===== src/rtl/pmc_regs.svh =====
// register indexes, field positions, reset values and timing for port mode control
`ifndef PMC_REGS_SVH
`define PMC_REGS_SVH

`define PMC_IDX_MIDSPAN 8'h11
`define PMC_IDX_MODE 8'h12
`define PMC_IDX_ENABLE 8'h14
`define PMC_IDX_PWRCMD 8'h19
`define PMC_IDX_PRESET 8'h1A
`define PMC_IDX_HICAP 8'h23
`define PMC_IDX_STATUS 8'h30

`define PMC_BIT_MIDSPAN 1
`define PMC_BIT_SWRST 4
`define PMC_BIT_BYPASS 4

`define PMC_MODE_SHUT 2'h0
`define PMC_MODE_MANUAL 2'h1
`define PMC_MODE_SEMI 2'h2
`define PMC_MODE_AUTO 2'h3

`define PMC_I2C_ADDR_HI 3'h2
`define PMC_RST_STRETCH 3'h7

`define PMC_CLK_KHZ 40000
`define PMC_CAD_MIN_MS 2000
`define PMC_CAD_MAX_MS 2400

`endif


===== src/rtl/pmc_pkg.sv =====
// types shared by the port mode control block
`default_nettype none
package pmc_pkg;
  typedef enum logic [2:0] {
    PMC_IDLE,
    PMC_DET,
    PMC_CLS,
    PMC_WAIT,
    PMC_PWR
  } pmc_state_e;

  typedef enum logic [1:0] {
    PMC_I_IDLE,
    PMC_I_ADDR,
    PMC_I_ACK,
    PMC_I_SKIP
  } pmc_i2c_e;

  typedef struct packed {
    logic [3:0] addr;
    logic [3:0] fast_off_n;
    logic midspan;
    logic auto_sel;
    logic uvlo;
    logic thermal;
    logic rst_n;
    logic sda;
    logic scl;
  } pmc_pins_s;

  typedef struct packed {
    logic [3:0] det_ok;
    logic [3:0] cls_end;
    logic [3:0] det_end;
    logic [3:0] powered;
  } pmc_status_s;
endpackage
`default_nettype wire


===== src/rtl/pmc_top.sv =====
// reset sources, per-port mode state machines, serial address responder
//
// The implementer's own choices: the register offsets and the AXI4-Lite slave port.
`default_nettype none
`include "pmc_regs.svh"

module pmc_top
  import pmc_pkg::*;
#(
  parameter int ADDR_W = 12,
  parameter int NPORT = 4,
  parameter int CADENCE_CYCLES = `PMC_CAD_MIN_MS * `PMC_CLK_KHZ
)(
  input wire logic aclk, // device clock
  input wire logic aresetn, // power-up reset, active low
  input wire logic ce, // clock enable
  input wire logic [ADDR_W-1:0] s_axi_awaddr, // write address
  input wire logic s_axi_awvalid, // write address valid
  output logic s_axi_awready, // write address ready
  input wire logic [31:0] s_axi_wdata, // write data
  input wire logic [3:0] s_axi_wstrb, // write strobes
  input wire logic s_axi_wvalid, // write data valid
  output logic s_axi_wready, // write data ready
  output logic [1:0] s_axi_bresp, // write response
  output logic s_axi_bvalid, // write response valid
  input wire logic s_axi_bready, // write response ready
  input wire logic [ADDR_W-1:0] s_axi_araddr, // read address
  input wire logic s_axi_arvalid, // read address valid
  output logic s_axi_arready, // read address ready
  output logic [31:0] s_axi_rdata, // read data
  output logic [1:0] s_axi_rresp, // read response
  output logic s_axi_rvalid, // read data valid
  input wire logic s_axi_rready, // read data ready
  input wire logic serial_clock_line, // serial clock pin
  input wire logic serial_data_input_line, // serial data in pin
  output logic serial_data_output_line_o, // serial data out level
  output logic serial_data_output_line_oe, // serial data out enable
  input wire logic [3:0] slave_address_pins, // low address bits
  input wire logic reset_pin_n, // hardware reset pin
  input wire logic thermal_shutdown, // overtemperature flag
  input wire logic supply_undervoltage, // undervoltage flag
  input wire logic auto_select_pin, // auto or shutdown at reset
  input wire logic cadence_select_pin, // midspan cadence at reset
  input wire logic [NPORT-1:0] port_fast_off_input_n, // fast off pins
  input wire logic [NPORT-1:0] det_done, // detection cycle finished
  input wire logic [NPORT-1:0] det_valid, // detection found valid device
  input wire logic [NPORT-1:0] cls_done, // classification finished
  output logic [NPORT-1:0] det_req, // detection running
  output logic [NPORT-1:0] cls_req, // classification running
  output logic [NPORT-1:0] port_power_on // port power switch on
);
  localparam int CW = $clog2(CADENCE_CYCLES + 1);

  pmc_pins_s pin_raw, pin_s1, pin_s2, pin_s3, pin_st;
  logic [2:0] stretch_reg;
  logic swrst_reg;
  logic dev_rst;
  logic [3:0] addr_cap;
  logic midspan_reg, bypass_reg;
  logic [7:0] mode_reg;
  logic [NPORT-1:0] prst_reg;
  logic [NPORT-1:0] detection_enable, cls_en;
  pmc_status_s stat;

  assign pin_raw = '{addr: slave_address_pins,
                     fast_off_n: port_fast_off_input_n,
                     midspan: cadence_select_pin,
                     auto_sel: auto_select_pin,
                     uvlo: supply_undervoltage,
                     thermal: thermal_shutdown,
                     rst_n: reset_pin_n,
                     sda: serial_data_input_line,
                     scl: serial_clock_line};

  // three stages; a level counts only once stages two and three agree
  always_ff @(posedge aclk)
  begin
    if (!aresetn)
    begin
      pin_s1 <= '0;
      pin_s2 <= '0;
      pin_s3 <= '0;
      pin_st <= '0;
    end
    else if (ce)
    begin
      pin_s1 <= pin_raw;
      pin_s2 <= pin_s1;
      pin_s3 <= pin_s2;
      pin_st <= (~(pin_s2 ^ pin_s3) & pin_s3) | ((pin_s2 ^ pin_s3) & pin_st);
    end
  end

  // holds reset until the synchronisers carry real pin levels
  always_ff @(posedge aclk)
  begin
    if (!aresetn)
      stretch_reg <= `PMC_RST_STRETCH;
    else if (ce && stretch_reg != 3'h0)
      stretch_reg <= stretch_reg - 3'h1;
  end

  assign dev_rst = (stretch_reg != 3'h0) || !pin_st.rst_n || pin_st.thermal
                   || pin_st.uvlo || swrst_reg;

  // pins are re-latched on every reset cycle, frozen afterwards
  always_ff @(posedge aclk)
  begin
    if (!aresetn)
      addr_cap <= 4'h0;
    else if (ce && dev_rst)
      addr_cap <= pin_st.addr;
  end

  // AXI4-Lite slave, one write and one read at a time
  logic aw_full, w_full;
  logic [ADDR_W-1:0] aw_addr_reg, ar_addr;
  logic [31:0] w_data_reg;
  logic [3:0] w_strb_reg;
  logic wr_go;
  logic [7:0] wr_idx, rd_idx, wr_byte;
  logic wr_mode, wr_en, wr_pwr, wr_prst, wr_mid, wr_hicap, wr_map;

  assign s_axi_awready = !aw_full;
  assign s_axi_wready = !w_full;
  assign wr_go = aw_full && w_full && !s_axi_bvalid;
  assign wr_idx = aw_addr_reg[9:2];
  assign wr_byte = w_strb_reg[0] ? w_data_reg[7:0] : 8'h00;
  assign wr_mode = wr_go && w_strb_reg[0] && wr_idx == `PMC_IDX_MODE;
  assign wr_en = wr_go && w_strb_reg[0] && wr_idx == `PMC_IDX_ENABLE;
  assign wr_pwr = wr_go && w_strb_reg[0] && wr_idx == `PMC_IDX_PWRCMD;
  assign wr_prst = wr_go && w_strb_reg[0] && wr_idx == `PMC_IDX_PRESET;
  assign wr_mid = wr_go && w_strb_reg[0] && wr_idx == `PMC_IDX_MIDSPAN;
  assign wr_hicap = wr_go && w_strb_reg[0] && wr_idx == `PMC_IDX_HICAP;
  assign wr_map = wr_idx == `PMC_IDX_MODE || wr_idx == `PMC_IDX_ENABLE
    || wr_idx == `PMC_IDX_PWRCMD || wr_idx == `PMC_IDX_PRESET
    || wr_idx == `PMC_IDX_MIDSPAN || wr_idx == `PMC_IDX_HICAP
    || wr_idx == `PMC_IDX_STATUS;

  always_ff @(posedge aclk)
  begin
    if (!aresetn)
    begin
      aw_full <= 1'b0;
      w_full <= 1'b0;
      aw_addr_reg <= '0;
      w_data_reg <= 32'h0;
      w_strb_reg <= 4'h0;
      s_axi_bvalid <= 1'b0;
      s_axi_bresp <= 2'h0;
    end
    else if (ce)
    begin
      if (s_axi_awvalid && !aw_full)
      begin
        aw_full <= 1'b1;
        aw_addr_reg <= s_axi_awaddr;
      end
      if (s_axi_wvalid && !w_full)
      begin
        w_full <= 1'b1;
        w_data_reg <= s_axi_wdata;
        w_strb_reg <= s_axi_wstrb;
      end
      if (wr_go)
      begin
        aw_full <= 1'b0;
        w_full <= 1'b0;
        s_axi_bvalid <= 1'b1;
        s_axi_bresp <= (wr_map && aw_addr_reg[ADDR_W-1:10] == '0)
                       ? 2'h0 : 2'h3;
      end
      else if (s_axi_bvalid && s_axi_bready)
        s_axi_bvalid <= 1'b0;
    end
  end

  assign s_axi_arready = !s_axi_rvalid;
  assign ar_addr = s_axi_araddr;
  assign rd_idx = ar_addr[9:2];

  always_ff @(posedge aclk)
  begin
    if (!aresetn)
    begin
      s_axi_rvalid <= 1'b0;
      s_axi_rdata <= 32'h0;
      s_axi_rresp <= 2'h0;
    end
    else if (ce)
    begin
      if (s_axi_arvalid && !s_axi_rvalid)
      begin
        s_axi_rvalid <= 1'b1;
        s_axi_rresp <= 2'h0;
        s_axi_rdata <= 32'h0;
        if (ar_addr[ADDR_W-1:10] != '0)
          s_axi_rresp <= 2'h3;
        else
          case (rd_idx)
            `PMC_IDX_MIDSPAN: s_axi_rdata <= {30'h0, midspan_reg, 1'b0};
            `PMC_IDX_MODE: s_axi_rdata <= {24'h0, mode_reg};
            `PMC_IDX_ENABLE: s_axi_rdata <= {24'h0, cls_en, detection_enable};
            `PMC_IDX_PWRCMD: s_axi_rdata <= 32'h0;
            `PMC_IDX_PRESET: s_axi_rdata <= {27'h0, swrst_reg, prst_reg};
            `PMC_IDX_HICAP: s_axi_rdata <= {27'h0, bypass_reg, 4'h0};
            `PMC_IDX_STATUS: s_axi_rdata <= {16'h0, stat};
            default: s_axi_rresp <= 2'h3;
          endcase
      end
      else if (s_axi_rvalid && s_axi_rready)
        s_axi_rvalid <= 1'b0;
    end
  end

  // global configuration registers
  always_ff @(posedge aclk)
  begin
    if (!aresetn)
    begin
      mode_reg <= 8'h00;
      midspan_reg <= 1'b0;
      bypass_reg <= 1'b0;
      swrst_reg <= 1'b0;
    end
    else if (ce)
    begin
      swrst_reg <= wr_prst && wr_byte[`PMC_BIT_SWRST];
      if (dev_rst)
      begin
        mode_reg <= {4{pin_st.auto_sel ? `PMC_MODE_AUTO
                                        : `PMC_MODE_SHUT}};
        midspan_reg <= pin_st.midspan;
        bypass_reg <= 1'b0;
      end
      else
      begin
        if (wr_mode)
          mode_reg <= wr_byte;
        if (wr_mid)
          midspan_reg <= wr_byte[`PMC_BIT_MIDSPAN];
        if (wr_hicap)
          bypass_reg <= wr_byte[`PMC_BIT_BYPASS];
      end
    end
  end

  // port reset bits live for one cycle: the clear is done by then
  always_ff @(posedge aclk)
  begin
    if (!aresetn)
      prst_reg <= '0;
    else if (ce)
    begin
      if (dev_rst)
        prst_reg <= '0;
      else if (wr_prst)
        prst_reg <= wr_byte[NPORT-1:0];
      else
        prst_reg <= '0;
    end
  end

  genvar g;
  generate
    for (g = 0; g < NPORT; g++)
    begin : g_port
      logic [1:0] md, md_prev;
      logic enter_auto, enter_man, shut, pon, poff, kill;
      logic detection_enable_r, cls_en_r, det_ok_r, det_end_r, cls_end_r;
      logic det_fin, cls_fin;
      logic [CW-1:0] cad_cnt;
      pmc_state_e st;

      assign md = mode_reg[2*g +: 2];
      assign enter_auto = md == `PMC_MODE_AUTO && md_prev != `PMC_MODE_AUTO;
      assign enter_man = md == `PMC_MODE_MANUAL
                         && md_prev != `PMC_MODE_MANUAL;
      assign shut = md == `PMC_MODE_SHUT;
      assign pon = wr_pwr && wr_byte[g] && !shut;
      assign poff = wr_pwr && wr_byte[4+g];
      assign kill = dev_rst || shut || prst_reg[g] || poff;
      assign det_fin = st == PMC_DET && det_done[g];
      assign cls_fin = st == PMC_CLS && cls_done[g];

      always_ff @(posedge aclk)
      begin
        if (!aresetn)
          md_prev <= 2'h0;
        else if (ce)
          md_prev <= md;
      end

      always_ff @(posedge aclk)
      begin
        if (!aresetn)
        begin
          detection_enable_r <= 1'b0;
          cls_en_r <= 1'b0;
        end
        else if (ce)
        begin
          if (dev_rst)
          begin
            detection_enable_r <= pin_st.auto_sel;
            cls_en_r <= pin_st.auto_sel;
          end
          else if (enter_auto)
          begin
            detection_enable_r <= 1'b1;
            cls_en_r <= 1'b1;
          end
          else if (enter_man)
          begin
            detection_enable_r <= 1'b0;
            cls_en_r <= 1'b0;
          end
          else if (wr_en)
          begin
            detection_enable_r <= wr_byte[g];
            cls_en_r <= wr_byte[4+g];
          end
          else if (md == `PMC_MODE_SEMI && (prst_reg[g] || poff))
          begin
            detection_enable_r <= 1'b0;
            cls_en_r <= 1'b0;
          end
          else if (md == `PMC_MODE_MANUAL)
          begin
            if (det_fin)
              detection_enable_r <= 1'b0;
            if (cls_fin)
              cls_en_r <= 1'b0;
          end
        end
      end

      // events and status are cleared only for this port
      always_ff @(posedge aclk)
      begin
        if (!aresetn)
        begin
          det_end_r <= 1'b0;
          cls_end_r <= 1'b0;
          det_ok_r <= 1'b0;
        end
        else if (ce)
        begin
          if (dev_rst || shut || prst_reg[g])
          begin
            det_end_r <= 1'b0;
            cls_end_r <= 1'b0;
            det_ok_r <= 1'b0;
          end
          // a completion in the port-reset cycle still sets its event
          if (!dev_rst && !shut)
          begin
            if (det_fin)
            begin
              det_end_r <= 1'b1;
              det_ok_r <= det_valid[g];
            end
            if (cls_fin)
              cls_end_r <= 1'b1;
          end
        end
      end

      always_ff @(posedge aclk)
      begin
        if (!aresetn)
        begin
          st <= PMC_IDLE;
          cad_cnt <= '0;
        end
        else if (ce)
        begin
          if (kill)
            st <= PMC_IDLE;
          else if (pon)
            st <= PMC_PWR;
          else
            case (st)
              PMC_IDLE:
              begin
                if (detection_enable_r)
                  st <= PMC_DET;
                else if (cls_en_r)
                  st <= PMC_CLS;
                else if (md == `PMC_MODE_AUTO && bypass_reg)
                  st <= PMC_PWR;
              end
              PMC_DET:
              begin
                if (det_done[g])
                begin
                  if (det_valid[g] && cls_en_r)
                    st <= PMC_CLS;
                  else if (det_valid[g] && md == `PMC_MODE_AUTO)
                    st <= PMC_PWR;
                  else if (!det_valid[g] && midspan_reg
                           && md != `PMC_MODE_MANUAL)
                  begin
                    st <= PMC_WAIT;
                    cad_cnt <= '0;
                  end
                  else
                    st <= PMC_IDLE;
                end
              end
              PMC_CLS:
              begin
                if (cls_done[g])
                begin
                  if (md == `PMC_MODE_AUTO
                      && (detection_enable_r ? det_ok_r : bypass_reg))
                    st <= PMC_PWR;
                  else
                    st <= PMC_IDLE;
                end
              end
              PMC_WAIT:
              begin
                if (cad_cnt == CW'(CADENCE_CYCLES - 1))
                  st <= PMC_IDLE;
                else
                  cad_cnt <= cad_cnt + 1'b1;
              end
              PMC_PWR:
              begin
                if (!pin_st.fast_off_n[g])
                  st <= PMC_IDLE;
              end
              default: st <= PMC_IDLE;
            endcase
        end
      end

      assign det_req[g] = st == PMC_DET;
      assign cls_req[g] = st == PMC_CLS;
      assign port_power_on[g] = st == PMC_PWR;
      assign detection_enable[g] = detection_enable_r;
      assign cls_en[g] = cls_en_r;
      assign stat.powered[g] = st == PMC_PWR;
      assign stat.det_end[g] = det_end_r;
      assign stat.cls_end[g] = cls_end_r;
      assign stat.det_ok[g] = det_ok_r;
    end
  endgenerate

  // serial address responder: answers its address byte only
  pmc_i2c_e i_st;
  logic scl_d, sda_d;
  logic [7:0] i_shift;
  logic [3:0] i_cnt;
  logic scl_rise, scl_fall, i_start, i_stop, i_match;

  assign scl_rise = pin_st.scl && !scl_d;
  assign scl_fall = !pin_st.scl && scl_d;
  assign i_start = pin_st.scl && scl_d && !pin_st.sda && sda_d;
  assign i_stop = pin_st.scl && scl_d && pin_st.sda && !sda_d;
  assign i_match = i_shift[7:1] == {`PMC_I2C_ADDR_HI, addr_cap};

  always_ff @(posedge aclk)
  begin
    if (!aresetn)
    begin
      scl_d <= 1'b1;
      sda_d <= 1'b1;
      i_st <= PMC_I_IDLE;
      i_shift <= 8'h00;
      i_cnt <= 4'h0;
      serial_data_output_line_oe <= 1'b0;
    end
    else if (ce)
    begin
      scl_d <= pin_st.scl;
      sda_d <= pin_st.sda;
      if (dev_rst || i_stop)
      begin
        i_st <= PMC_I_IDLE;
        serial_data_output_line_oe <= 1'b0;
      end
      // our own ack pull echoes back late and would look like a start
      else if (i_start && i_st != PMC_I_ACK)
      begin
        i_st <= PMC_I_ADDR;
        i_cnt <= 4'h0;
        serial_data_output_line_oe <= 1'b0;
      end
      else
        case (i_st)
          PMC_I_IDLE: serial_data_output_line_oe <= 1'b0;
          PMC_I_ADDR:
          begin
            if (scl_rise)
            begin
              i_shift <= {i_shift[6:0], pin_st.sda};
              i_cnt <= i_cnt + 4'h1;
            end
            else if (scl_fall && i_cnt == 4'h8)
            begin
              i_st <= i_match ? PMC_I_ACK : PMC_I_SKIP;
              serial_data_output_line_oe <= i_match;
            end
          end
          PMC_I_ACK:
          begin
            if (scl_fall)
            begin
              i_st <= PMC_I_SKIP;
              serial_data_output_line_oe <= 1'b0;
            end
          end
          PMC_I_SKIP: serial_data_output_line_oe <= 1'b0;
          default: i_st <= PMC_I_IDLE;
        endcase
    end
  end

  assign serial_data_output_line_o = 1'b0;
endmodule
`default_nettype wire


===== config.mk =====
export PLATFORM = sky130hd
export DESIGN_NAME = pmc_top
export DESIGN_NICKNAME = d
export VERILOG_FILES = /design/src/rtl/pmc_pkg.sv /design/src/rtl/pmc_top.sv
export VERILOG_INCLUDE_DIRS = /design/src /design/src/rtl
export SDC_FILE = /design/constraint.sdc
export NUM_CORES = 1
export LEC_CHECK = 0
export BUFFER_PORTS_ARGS = -buffer_cell sky130_fd_sc_hd__buf_2
export CORE_ASPECT_RATIO = 0.8
export CORE_UTILIZATION = 59
export CTS_CLUSTER_DIAMETER = 150
export DETAILED_ROUTE_END_ITERATION = 16
export PLACE_DENSITY = 0.87
export SLEW_MARGIN = 20
export SYNTH_ARGS = -nofsm -noshare
export SYNTH_HDL_FRONTEND = slang
export SYNTH_SLANG_ARGS = --single-unit

===== constraint.sdc =====
create_clock -name aclk -period 3.3 [get_ports aclk]
set_input_delay 0.495 -clock aclk [delete_from_list [all_inputs] [get_ports aclk]]
set_output_delay 0.495 -clock aclk [all_outputs]
set_load 0.05 [all_outputs]

==> metrics.txt <==
status=complete, no violations; CTS Buf Count=28; met3 WL=~3400 um; First-pass DRT Iterations=6; share of power burned in registers=0.501; GRT Util Overall=0.2984; async set-reset flop share out of synthesis=0; clock sinks=about 290; Crit-path slowest cell=or4b_1; total of warnings raised by yosys=0; Syn-to-layout area delta=11.78%; overall routed net length=between 30,000 and 40,000 um; crit path cell chain=or4b_1, or4_4, or2_1, a211o_4, or4_1, a21oi_1; Post-Syn Area=14,280 um^2; number of synthesized register bits=288; root buffer cell=clkbuf_16; DRT iter0 DRCs=roughly 1,400; Final HPWL DP=around 26,000 um; # fillers=between 1,500 and 2,000; startpoint types=flop; Synth cell types=a little under 90; max_cap viols=0; cell taking the most area after synthesis=dfxtp_1; RSZ-0062 raised after global routing=no; metal2 WL=between 15,000 and 20,000 um; Final ANT Viol Nets=0; final-stage net count=1,936; Combinational Power Share=0.059; postcts setup bufs=0; layout cells sized above 1=0.1114; met1 WL=16,020 um; design area=~16,000 um^2; Slew headroom=0.3707; Synth Instances=roughly 1,800; register area share after synthesis=0.4038; antenna violations before repair=2; core area=between 20,000 and 25,000 um^2; top cells by area, synth=dfxtp_1, nand2_1, a21oi_1; crit-path max FO=44; initial cell density of the core=0.6055; final number of max-transition violations=0; worst skew pair latency=0.56 ns; WP buf/inv=0; GP Congestion=0.9504; Peak Freq=slightly above 300 MHz; cell row count=50; critical path data required time=3.77 ns; cell family with most CP delay=simple AND/OR/NAND/NOR gates; post-layout min period=between 3 and 4 ns; H-tree depth=1; Leak=approximately 6 nW; Die Width=175.9 um; Reg area=between 5000 and 6000 um^2; Worst Setup Path Type=reg -> reg; Fin. Hold Viols=0; IO buf count=around 100; max FFs per register=108; setup tns final=0 ns; slowest stage delay, CP=about 0.74 ns; clock buffer depth=3; detail-routed via count per cell=~6.4; Mean Syn Cell Area=8.104 um^2; Post-CTS Hold Buffers=0; WL per Instance=~17 um; Post-Route Utilization=0.6768; internal power=5.454 mW; pre-CTS setup slack=0.1812 ns; Setup Skew=~0.019 ns; Resized Gates After CTS=0; largest registers=g_port.cad_cnt (108), s_axi_rdata (16); CTS tree=built; largest net degree at the start of global routing=137; Hold WC Path Type=in -> reg; Max Used Layer=met4; top-area cell type share of the netlist area=0.4038; Slew @ Worst Pin=0.9367 ns; die area=between 20,000 and 25,000 um^2; P_sw=about 1.7 mW; vias in the first global route=12,672; arrival time at the worst endpoint=between 3 and 4 ns; Synth Flop Type=dfxtp_1; power share of the clock group=0.441; dpl cell area=around 15,000 um^2; drt drc=0; global-route wire length before repair=61,960 um; Post-synth EDFFs=0; Boundary Pins=150; number of setup violations in the final report=0; Pwr Density=approximately 450 nW/um^2; Reg with most FFs=g_port.cad_cnt; clock-pin slew on the worst setup and hold paths=around 0.070 ns; multi-input logic area=between 7000 and 8000 um^2; crit end category=flop; Switching Share=0.2366; maximum VDD drop=roughly 0.63 mV; setup ws final=between 0.09 and 0.1 ns; Die Ht=141.2 um; grt ovf=0; fin crit share=0.9716; Via Count=roughly 14,000
==> layout by cell type, fill, tap and decap left out, types with 10 or more instances in the layout <==
cell and instances:
dfxtp_1 288, nand2_1 215, nor2_1 167, a21oi_1 151
o21ai_0 101, buf_2 100, mux2i_1 67, nand3_1 62
nand4_1 47, inv_1 44, or3_1 43, or4_1 43
nor3_1 42, buf_4 31, clkbuf_16 28, a21o_1 21
nor4_1 19, o31ai_1 19, o211ai_1 19, a22oi_1 19
xnor2_1 19, nor3b_1 18, conb_1 17, and3_1 16
a31oi_1 15, nand2b_1 14, and2_1 14, ha_1 12
xor2_1 11, and4_1 10, nor2b_1 10, clkbuf_1 10
==> through the flow <==
stage | hold slack [ns] | total power, mW | std cells
after floorplan | 0.4357 | 3.933 | 1778
after global placement | 0.4354 | 4.042 | 2111
after detailed placement | 0.4462 | 4.060 | 2111
after CTS | 0.1613 | 7.168 | 2162
after global routing | 0.1798 | 7.362 | 2162
final | 0.1749 | 7.144 | 2164
==> worst register-to-register path: cells and delay by family, from the launching register on <==
kind	cells	cell delay, ns
AO/OA/AOI/OAI	2	0.61
flip-flops	1	0.36
AND/OR/NAND/NOR	4	2.16
==> power by group through the flow <==
stage / combinational, mW / sequential [mW] / clock [mW]
6_report: 0.418 / 3.58 / 3.15
3_3_place_gp: 0.395 / 3.65 / 0
2_1_floorplan: 0.300 / 3.63 / 0
3_5_place_dp: 0.410 / 3.65 / 0
4_1_cts: 0.412 / 3.57 / 3.18
5_1_grt: 0.449 / 3.58 / 3.33
==> area by class of cell <==
class | count | share of cell area
clock inverters | 6 | 0.004154
clock buffers | 45 | 0.05228
repair buffers | 135 | 0.05095
inverters | 46 | 0.01097
well taps | 312 | 0.02446
flip-flops and latches | 288 | 0.3612
diodes | 2 | 0.0003135
multi-input cells | 1330 | 0.4957
==> cells in the mapped netlist, drive strengths merged, types with 21 or more instances <==
| cell type | count |
|---|---|
| o21ai | 104 |
| or3 | 43 |
| a21oi | 151 |
| buf | 36 |
| or4 | 45 |
| nand2 | 215 |
| mux2i | 67 |
| dfxtp | 288 |
| clkbuf | 78 |
| nor2 | 167 |
| nand3 | 63 |
| a21o | 21 |
| nor3 | 42 |
| inv | 45 |
| nand4 | 48 |
==> kinds of logic after synthesis <==
family	Yosys count	share of synthesized area
other cells	1	0.0002626
xor+xnor	30	0.01840
mux	71	0.05012
simple gates	763	0.2729
fa+ha+maj	12	0.01051
buf+inv	160	0.04863
compound gates	437	0.1954
flops	288	0.4038
==> worst paths after layout <==
path / start / endpoint / slack (ns) / cells after the start
max: swrst_reg / g_port[1].cad_cnt[18] / 0.09 / 6
min: port_fast_off_input_n[1] / pin_s1[8] / 0.17 / 3
max reg2reg: swrst_reg / g_port[1].cad_cnt[18] / 0.09 / 6
min reg2reg: s_axi_rdata[6] / s_axi_rdata[6] / 0.46 / 2
==> per-layer routing <==
layer | up-vias | global-route usage
met1 | 6462 | 0.3944
met4 | 0 | 0.1130
met3 | 116 | 0.05609
met2 | 653 | 0.4830
met5 | - | 0
li1 | 6588 | -
(Power assumes the default switching activity.)
